$ cat src/rsp_pkg.sv
package rsp_pkg;
  // Prescaler width and watchdog-service clear field
  localparam int PRESC_W = 13;
  localparam int PRESC_CLR_LO = 4;
  localparam int PRESC_CLR_HI = 12;
  // Sequencer cycle counts in osc_ref_clock cycles; the low-voltage filter count is in CPU cycles
  localparam logic [12:0] STAB_CYCLES = 13'h1000;
  localparam logic [12:0] DRIVE_CYCLES = 13'h0020;
  localparam logic [12:0] HOLD_CYCLES = 13'h0020;
  localparam logic [12:0] RELEASE_CYCLES = 13'h0040;
  localparam logic [12:0] PIN_MIN_CYCLES = 13'h0043;
  localparam logic [12:0] PIN_MIN_PWR_CYCLES = 13'h1043;
  localparam logic [3:0] LV_FILTER_CYCLES = 4'h9;
  // Reset vector addresses
  localparam logic [15:0] VEC_USER = 16'hFFFE;
  localparam logic [15:0] VEC_MONITOR = 16'hFEFE;
  // Cause flag positions in reset_cause_register
  localparam int CAUSE_POR = 7;
  localparam int CAUSE_PIN = 6;
  localparam int CAUSE_WDOG = 5;
  localparam int CAUSE_BADOP = 4;
  localparam int CAUSE_BADADDR = 3;
  localparam int CAUSE_LV = 1;
  localparam logic [7:0] CAUSE_RESET = 8'h80;
  // Sequencer states, Gray coded along the usual path
  typedef enum logic [2:0] {
    RSP_RUN = 3'b000,
    RSP_STAB = 3'b001,
    RSP_DRIVE = 3'b011,
    RSP_HOLD = 3'b010,
    RSP_PINLOW = 3'b110
  } rsp_state_e;
endpackage : rsp_pkg

$ cat src/rsp_lv_filter.sv
`timescale 1ns/1ps
// Passes a low-voltage request only after nine consecutive low samples
module rsp_lv_filter
  import rsp_pkg::*;
(
  input wire logic clk,
  input wire logic rst_n,
  input wire logic cpuCycle,
  input wire logic belowTrip,
  output logic lvRequest
);
  logic [3:0] run;
  logic [3:0] next_run;
  logic next_lvRequest;

  // Count consecutive CPU cycles at or below trip_threshold
  always_comb
  begin
    next_run = run;
    next_lvRequest = lvRequest;
    if (!belowTrip)
    begin
      next_run = 4'h0;
      next_lvRequest = 1'b0;
    end
    else if (cpuCycle)
    begin
      if (run < LV_FILTER_CYCLES)
        next_run = run + 4'h1;
      if (run + 4'h1 >= LV_FILTER_CYCLES)
        next_lvRequest = 1'b1;
    end
  end

  always_ff @(posedge clk)
  begin
    if (!rst_n)
    begin
      run <= 4'h0;
      lvRequest <= 1'b0;
    end
    else
    begin
      run <= next_run;
      lvRequest <= next_lvRequest;
    end
  end

  lv_late_a: assert property (@(posedge clk) disable iff (!rst_n)
    $rose(lvRequest) |-> $past(belowTrip)) else $error("lv request without low supply");
endmodule : rsp_lv_filter

$ cat src/rsp_sequencer.sv
`timescale 1ns/1ps
// Function
// Every reset source asserts internal reset; vector FFFE, FEFE in monitor mode.
// Internal reset returns every register and module to its reset state.
// Internal reset clears prescaler; pin-only reset leaves it alone.
// Each reset source sets its own cause flag.
// Pin low halts processing immediately, without waiting for a clock; code registers haltProcessing, so it follows one clock later.
// Pin flag needs 67 low cycles, 4163 after power-on or low voltage.
// Internal sources drive pin low 32 cycles, then hold reset 32 more.
// Power-on and low voltage first count 4096 cycles with pin low.
// Watchdog request is accepted independent of the bus clock.
// After stabilization wait 64 cycles, then release CPU and memories.
// At power-on enable core clock, hold CPU clocks 4096 cycles.
// Power-on sets its flag and clears all other cause flags.
// Watchdog overflow triggers internal reset and sets its flag.
// Write to top vector byte clears watchdog and prescaler bits 12..4.
// Prescaler output to watchdog occurs at least every 2^13-2^4 cycles.
// Watchdog disable only via high-voltage detect in monitor or break.
// Illegal opcode, including low-power halt, sets its flag and resets.
// Fetch outside program memory or RAM sets its flag and resets.
// Data access to unmapped address never resets.
// Low-voltage request only after nine consecutive low CPU cycles.
// Low-voltage reset sets its flag, uses power-on timing.
// Prescaler is 13 bits, advancing each osc_ref_clock falling edge; code advances it on the rising edge of clk.
// Prescaler runs freely once reset states have ended.
// Reading reset_cause_register clears all cause flags.
// Pin level is synchronized before its low duration is counted.
module rsp_sequencer
  import rsp_pkg::*;
(
  input wire logic clk,
  input wire logic rst_n,
  input wire logic powerOnPulse,
  input wire logic extResetIn,
  input wire logic watchdogOverflow,
  input wire logic cpuCycle,
  input wire logic belowTrip,
  input wire logic badOpcode,
  input wire logic lowPowerHaltOpcode,
  input wire logic opcodeFetch,
  input wire logic fetchInMemory,
  input wire logic monitorMode,
  input wire logic breakState,
  input wire logic resetPinHighVolt,
  input wire logic irqPinHighVolt,
  input wire logic topVectorWrite,
  input wire logic causeRead,
  output logic extResetOut,
  output logic extResetOe,
  output logic internalReset,
  output logic haltProcessing,
  output logic coreSourceClockEn,
  output logic internalBusClocksEn,
  output logic [15:0] resetVector,
  output logic [7:0] resetCause,
  output logic [12:0] prescaler,
  output logic watchdogTick,
  output logic watchdogClear,
  output logic watchdogDisable
);
  rsp_state_e state;
  rsp_state_e next_state;
  logic [12:0] count;
  logic [12:0] next_count;
  logic pinSync1;
  logic pinSync2;
  logic [12:0] pinLow;
  logic [12:0] next_pinLow;
  logic pwrSeq;
  logic next_pwrSeq;
  logic [7:0] next_resetCause;
  logic [12:0] next_prescaler;
  logic lvRequest;
  logic intSrc;
  logic pwrSrc;
  logic next_internalReset;
  logic next_extResetOe;
  logic next_clocksEn;
  logic next_tick;
  logic next_clear;
  logic next_disable;
  logic next_halt;
  logic [15:0] next_vector;

  // Filtered low-voltage request
  rsp_lv_filter lvFilter (
    .clk(clk),
    .rst_n(rst_n),
    .cpuCycle(cpuCycle),
    .belowTrip(belowTrip),
    .lvRequest(lvRequest)
  );

  // Internal reset sources; data accesses never appear here
  assign pwrSrc = powerOnPulse | lvRequest;
  assign intSrc = pwrSrc | watchdogOverflow | badOpcode | lowPowerHaltOpcode
    | (opcodeFetch & ~fetchInMemory);

  // Pin synchronizer, second stage feeds the low-time counter
  always_ff @(posedge clk)
  begin
    if (!rst_n)
    begin
      pinSync1 <= 1'b1;
      pinSync2 <= 1'b1;
    end
    else
    begin
      pinSync1 <= extResetIn;
      pinSync2 <= pinSync1;
    end
  end

  // Sequencer: stabilization, pin drive, reset hold
  always_comb
  begin
    next_state = state;
    next_count = count;
    next_pwrSeq = pwrSeq;
    unique case (state)
      RSP_RUN:
      begin
        if (pwrSrc)
        begin
          next_state = RSP_STAB;
          next_count = 13'h0000;
          next_pwrSeq = 1'b1;
        end
        else if (intSrc)
        begin
          next_state = RSP_DRIVE;
          next_count = 13'h0000;
          next_pwrSeq = 1'b0;
        end
        else if (!pinSync2)
        begin
          next_state = RSP_PINLOW;
          next_pwrSeq = 1'b0;
        end
      end
      RSP_STAB:
      begin
        next_count = count + 13'h0001;
        if (count == STAB_CYCLES - 13'h0001)
        begin
          next_state = RSP_DRIVE;
          next_count = 13'h0000;
        end
      end
      RSP_DRIVE:
      begin
        next_count = count + 13'h0001;
        if (count == DRIVE_CYCLES - 13'h0001)
        begin
          next_state = RSP_HOLD;
          next_count = 13'h0000;
        end
      end
      RSP_HOLD:
      begin
        next_count = count + 13'h0001;
        if (count == HOLD_CYCLES - 13'h0001)
          next_state = pinSync2 ? RSP_RUN : RSP_PINLOW;
      end
      RSP_PINLOW:
      begin
        if (pwrSrc)
        begin
          next_state = RSP_STAB;
          next_count = 13'h0000;
          next_pwrSeq = 1'b1;
        end
        else if (intSrc)
        begin
          next_state = RSP_DRIVE;
          next_count = 13'h0000;
        end
        else if (pinSync2)
          next_state = RSP_RUN;
      end
      default:
        next_state = RSP_RUN;
    endcase
    if (powerOnPulse && state != RSP_STAB)
    begin
      next_state = RSP_STAB;
      next_count = 13'h0000;
      next_pwrSeq = 1'b1;
    end
  end

  // Outputs derived from the next state, the mode and pin inputs and the service write, all registered
  always_comb
  begin
    next_internalReset = next_state != RSP_RUN;
    next_extResetOe = next_state == RSP_STAB || next_state == RSP_DRIVE;
    next_clocksEn = next_state != RSP_STAB;
    next_vector = monitorMode ? VEC_MONITOR : VEC_USER;
    next_halt = next_internalReset | ~extResetIn;
    next_disable = (monitorMode & (resetPinHighVolt | irqPinHighVolt))
      | (breakState & resetPinHighVolt);
    next_clear = topVectorWrite;
  end

  // Pin low-time count, restarted whenever the pin is high
  always_comb
  begin
    next_pinLow = pinSync2 ? 13'h0000 : pinLow;
    if (!pinSync2 && pinLow != PIN_MIN_PWR_CYCLES)
      next_pinLow = pinLow + 13'h0001;
  end

  // Cause flags: set wins over read-clear, power-on clears the rest
  always_comb
  begin
    next_resetCause = causeRead ? 8'h00 : resetCause;
    if (powerOnPulse)
      next_resetCause = CAUSE_RESET;
    else
    begin
      if (lvRequest)
        next_resetCause[CAUSE_LV] = 1'b1;
      if (watchdogOverflow)
        next_resetCause[CAUSE_WDOG] = 1'b1;
      if (badOpcode || lowPowerHaltOpcode)
        next_resetCause[CAUSE_BADOP] = 1'b1;
      if (opcodeFetch && !fetchInMemory)
        next_resetCause[CAUSE_BADADDR] = 1'b1;
      if (!pinSync2 && next_pinLow == (pwrSeq ? PIN_MIN_PWR_CYCLES : PIN_MIN_CYCLES))
        next_resetCause[CAUSE_PIN] = 1'b1;
    end
  end

  // Prescaler: cleared by internal reset other than pin-only reset, partly by service write
  always_comb
  begin
    next_prescaler = prescaler + 13'h0001;
    if (next_internalReset && state != RSP_PINLOW && next_state != RSP_PINLOW)
      next_prescaler = 13'h0000;
    else if (topVectorWrite)
      next_prescaler[PRESC_CLR_HI:PRESC_CLR_LO] = '0;
    next_tick = prescaler == {PRESC_W{1'b1}} && next_prescaler == 13'h0000;
  end

  always_ff @(posedge clk)
  begin
    if (!rst_n)
    begin
      state <= RSP_STAB;
      count <= 13'h0000;
      pwrSeq <= 1'b1;
      pinLow <= 13'h0000;
      resetCause <= CAUSE_RESET;
      prescaler <= 13'h0000;
      internalReset <= 1'b1;
      extResetOe <= 1'b1;
      extResetOut <= 1'b0;
      haltProcessing <= 1'b1;
      coreSourceClockEn <= 1'b0;
      internalBusClocksEn <= 1'b0;
      resetVector <= VEC_USER;
      watchdogTick <= 1'b0;
      watchdogClear <= 1'b0;
      watchdogDisable <= 1'b0;
    end
    else
    begin
      state <= next_state;
      count <= next_count;
      pwrSeq <= next_pwrSeq;
      pinLow <= next_pinLow;
      resetCause <= next_resetCause;
      prescaler <= next_prescaler;
      internalReset <= next_internalReset;
      extResetOe <= next_extResetOe;
      extResetOut <= 1'b0;
      haltProcessing <= next_halt;
      coreSourceClockEn <= 1'b1;
      internalBusClocksEn <= next_clocksEn;
      resetVector <= next_vector;
      watchdogTick <= next_tick;
      watchdogClear <= next_clear;
      watchdogDisable <= next_disable;
    end
  end

  stab_length_a: assert property (@(posedge clk) disable iff (!rst_n)
    $rose(state == RSP_STAB) |-> (state == RSP_STAB) [*8]) else $error("stab too short");
  drive_to_hold_a: assert property (@(posedge clk) disable iff (!rst_n)
    (state == RSP_DRIVE && count == DRIVE_CYCLES - 13'h0001) |=> state == RSP_HOLD) else $error("drive end");
  clk_gate_a: assert property (@(posedge clk) disable iff (!rst_n)
    state == RSP_STAB |-> !internalBusClocksEn) else $error("bus clocks during stabilization");
  por_flags_a: assert property (@(posedge clk) disable iff (!rst_n)
    powerOnPulse |=> resetCause == CAUSE_RESET) else $error("power-on flags wrong");
  wdog_flag_a: assert property (@(posedge clk) disable iff (!rst_n)
    watchdogOverflow && !powerOnPulse |=> resetCause[CAUSE_WDOG] && internalReset) else $error("watchdog flag");
  fetch_reset_a: assert property (@(posedge clk) disable iff (!rst_n)
    opcodeFetch && !fetchInMemory |=> internalReset) else $error("bad fetch no reset");
  presc_clear_a: assert property (@(posedge clk) disable iff (!rst_n)
    topVectorWrite && !next_internalReset |=> prescaler[PRESC_CLR_HI:PRESC_CLR_LO] == '0)
    else $error("service clear");
  pin_keep_a: assert property (@(posedge clk) disable iff (!rst_n)
    state == RSP_PINLOW && next_state == RSP_PINLOW && !topVectorWrite
    |=> prescaler == $past(prescaler) + 13'h0001)
    else $error("pin reset touched prescaler");
  halt_pin_a: assert property (@(posedge clk) disable iff (!rst_n)
    !extResetIn |=> haltProcessing) else $error("no halt on pin");
  cause_read_a: assert property (@(posedge clk) disable iff (!rst_n)
    causeRead && !intSrc && pinSync2 |=> resetCause == 8'h00) else $error("read clear");

  por_seen_c: cover property (@(posedge clk) disable iff (!rst_n) $fell(internalReset));
  wdog_seen_c: cover property (@(posedge clk) disable iff (!rst_n) watchdogOverflow && state == RSP_RUN);
  pin_flag_c: cover property (@(posedge clk) disable iff (!rst_n) $rose(resetCause[CAUSE_PIN]));
endmodule : rsp_sequencer

$ cat config.mk
export PLATFORM = sky130hd
export DESIGN_NAME = rsp_sequencer
export DESIGN_NICKNAME = d
export VERILOG_FILES = /design/src/rsp_pkg.sv /design/src/rsp_lv_filter.sv /design/src/rsp_sequencer.sv
export SDC_FILE = /design/constraint.sdc
export NUM_CORES = 1
export LEC_CHECK = 0
export BUFFER_PORTS_ARGS = -buffer_cell sky130_fd_sc_hd__buf_2
export CAP_MARGIN = 40
export CORE_ASPECT_RATIO = 0.6
export CORE_MARGIN = 5
export CORE_UTILIZATION = 35
export CTS_CLUSTER_DIAMETER = 120
export DETAILED_ROUTE_END_ITERATION = 8
export SLEW_MARGIN = 20
export SYNTH_ARGS = -nofsm -noshare
export SYNTH_HDL_FRONTEND = slang
export SYNTH_HIERARCHICAL = 1
export SYNTH_SLANG_ARGS = --single-unit
export TNS_END_PERCENT = 5
$ cat constraint.sdc
create_clock -name clk -period 2.7 [get_ports clk]
set_clock_uncertainty 0.2 [all_clocks]
set_input_delay 0.54 -clock clk [delete_from_list [all_inputs] [get_ports clk]]
set_output_delay 0.54 -clock clk [all_outputs]
set_load 0.01 [all_outputs]
==> metrics.md <==
| Metric | Value |
|---|---|
| Final period util | 0.921 |
| Post-layout util | 0.427 |
| Clk pin slew, worst setup/hold paths | 0.06 ns |
| Crit path time final | 2.49 ns |
| Rel. slew slack | 0.621 |
| H-tree depth | 3 |
| Dpl cells | 558 |
| Sequential area share after synthesis | 0.393 |
| Critical R2R Launch | count[0] |
| First-pass GRT wire length | 12400 um |
| Worst EP required | 2.70 ns |
| Layout cells sized above 1 | 0.176 |
| Die area | 0.0116 mm^2 |
| # IOs | 63 |
| Reg2Reg Capture Point | count[11] |
| DRC viols | 0 |
| Setup TNS | 0 ns |
| Antenna-violating nets left | 0 |
| IR drop worst, VDD | 0.302 mV |
| Layout Cells excl Fill | 574 |
| Number of unique standard cell types used by synthesis | 56 |
| Cts hold-fix bufs | 0 |
| Post-CTS setup buffer count | 0 |
| Synth Area per Inst | 8.46 um^2 |
| Crit. Startpoint | count[0] |
| R2R depth | 7 |
| Synth async-reset ratio | 0 |
| Clock latency on the worst-skew pair | 0.33 ns |
| Die height | 85.4 um |
| Max cap viols | 0 |
| Initial antenna violation count | 0 |
| Final net count | 461 |
| Core box area | 0.00919 mm^2 |
| CTS Buf Count | 9 |
| Setup crit end kind | flip-flop |
| RSZ-0062 raised after global routing | no |
| Post-DP HPWL | 5970 um |
| PnR worst setup slack | 0.213 ns |
| Row cnt | 27 |
| GRT Total Usage | 0.134 |
| RD Place Congestion | 0.831 |
| Initial Util | 0.361 |
| Slew @ Worst Pin | 0.564 ns |
| CTS resizes | 0 |
| Final setup viols | 0 |
| Crit-path max FO | 8 |
| Routed WL | 7740 um |
| Drt wl/cell | 13.5 um |
| Largest net degree at the start of global routing | 16 |
| CTS max path bufs | 2 |
| Die X-Extent | 136 um |
| Max Slew Vio Count | 0 |
| P_leak | 1.55 nW |
| Startpoint Class | flip-flop |
| Count leader, synth | dfxtp_1 |
| Layout area overhead | 18.4% |
| Post-synth EDFFs | 0 |
| Mapped Area | 0.00331 mm^2 |
| Synth top cells by count | dfxtp_1, nor2_1, nand2_1 |
| DRT Pass-1 Iters | 5 |
| Seq cells post-synth | 65 |
| Leading area contributor after synthesis | dfxtp_1 |
| I/O Buffers | 44 |
| Worst setup path category | reg -> reg |
| Synth area leaders | dfxtp_1, nor2_1, xor2_1, buf_4, xnor2_1 |
| Data arrival, critical path | 2.49 ns |
| Ys Warns | 6 |
| Vias in the first global route | 2447 |
| Routed vias | 2823 |
| Status | finished, final reports clean |
| Top cell type's share of synthesized area | 0.393 |
| Root buffer cell | clkbuf_16 |
| Ant diodes | 0 |
| Most used DFF post-synth | dfxtp_1 |
| Post-Synthesis Cells | 392 |
| CTS tree | yes |
| Vias per Instance | 4.92 |
| Setup crit end | count[11] |
| CTS Sinks | 65 |
| Reg2reg setup slack | 0.21 ns |
| Pwr dens | 590 mW/mm^2 |
| Total Power | 0.00231 W |
| Grt total ovfl | 0 |
| Min-delay worst type | in -> reg |
| Total count of hold-check failures in the final report | 0 |
| Initial DRC count | 225 |
| Pre-CTS WS | 0.226 ns |
| Achievable frequency | 0.402 GHz |
-- layer usage --
metal | global-route usage | share of wire | up-vias
met5 | 0 | 0 | -
met4 | 0.0375 | 0.0066 | 0
met1 | 0.204 | 0.53 | 1315
met2 | 0.170 | 0.39 | 71
met3 | 0.0539 | 0.074 | 6
li1 | - | - | 1431
-- flip-flops by register name, summed over array words and instances (netlist names) --
signal               cells
pinLow                  13
pinSync1                 1
resetVector              1
count                   13
lvFilter/lvRequest       1
pwrSeq                   1
state                    3
internalReset            1
extResetOe               1
watchdogTick             1
coreSourceClockEn        1
internalBusClocksEn      1
watchdogDisable          1
lvFilter/run             4
resetCause               6
watchdogClear            1
prescaler               13
haltProcessing           1
pinSync2                 1
-- power by group --
group          switching (W)  internal, W   total, W
sequential        0.00000973     0.000973   0.000983
clock               0.000427     0.000810    0.00124
combinational      0.0000585    0.0000353  0.0000938
total               0.000495      0.00182    0.00231
-- cell type report --
type,count,area (um^2)
fillers,974,5270
multi-input cells,307,1860
flip-flops and latches,65,1300
repair buffers,49,258
clock buffers,10,229
well taps,130,163
clock inverters,6,91.3
inverters,7,26.3
-- metrics by stage --
step | cell area, um^2 | hold WS (ns)
5_1_grt | 3920 | 0.176
3_5_place_dp | 3600 | 0.196
2_1_floorplan | 3370 | 0.186
6_report | 3920 | 0.174
4_1_cts | 3920 | 0.168
3_3_place_gp | 3600 | 0.188
-- layout by cell type (no fill, tap or decap), types with 7 or more instances in the layout --
cell       instances
dfxtp_1           65
buf_2             44
nor3_1             9
clkbuf_16          9
xnor2_1           15
nand4_1            9
nor2_1            56
nor2b_1            7
inv_1              7
conb_1            18
nand3_1           18
o21ai_0           15
nand2b_1          10
a21oi_1           16
xor2_1            19
nand2_1           30
-- critical path, stage by stage (launching register included) --
cell	delay, ns
dfxtp_1	0.37
ha_1	0.23
and4_1	0.34
nand4_1	0.20
a211oi_1	0.40
nor2_1	0.16
o21bai_2	0.35
nor2_1	0.10
-- cells by family (layout without fill, tap and decap cells) --
kind of cell	Yosys count	in the layout	synth area share
flops	65	65	0.393
compound gates	63	63	0.130
simple gates	184	184	0.291
mux	3	3	0.00906
buf+inv	36	72	0.0657
xor+xnor	34	34	0.0898
fa+ha+maj	5	5	0.0189
other cells	2	18	0.00227
-- how the worst min path moves through the flow --
stage,startpoint,endpoint,cells after the start
after global placement,pinSync1,pinSync2,1
after detailed placement,pinSync1,pinSync2,1
after floorplan,pinSync1,pinSync2,1
after CTS,monitorMode,resetVector[8],2
final,monitorMode,resetVector[8],2
after global routing,extResetIn,haltProcessing,2
No activity file was read; power rests on OpenSTA's default activity.
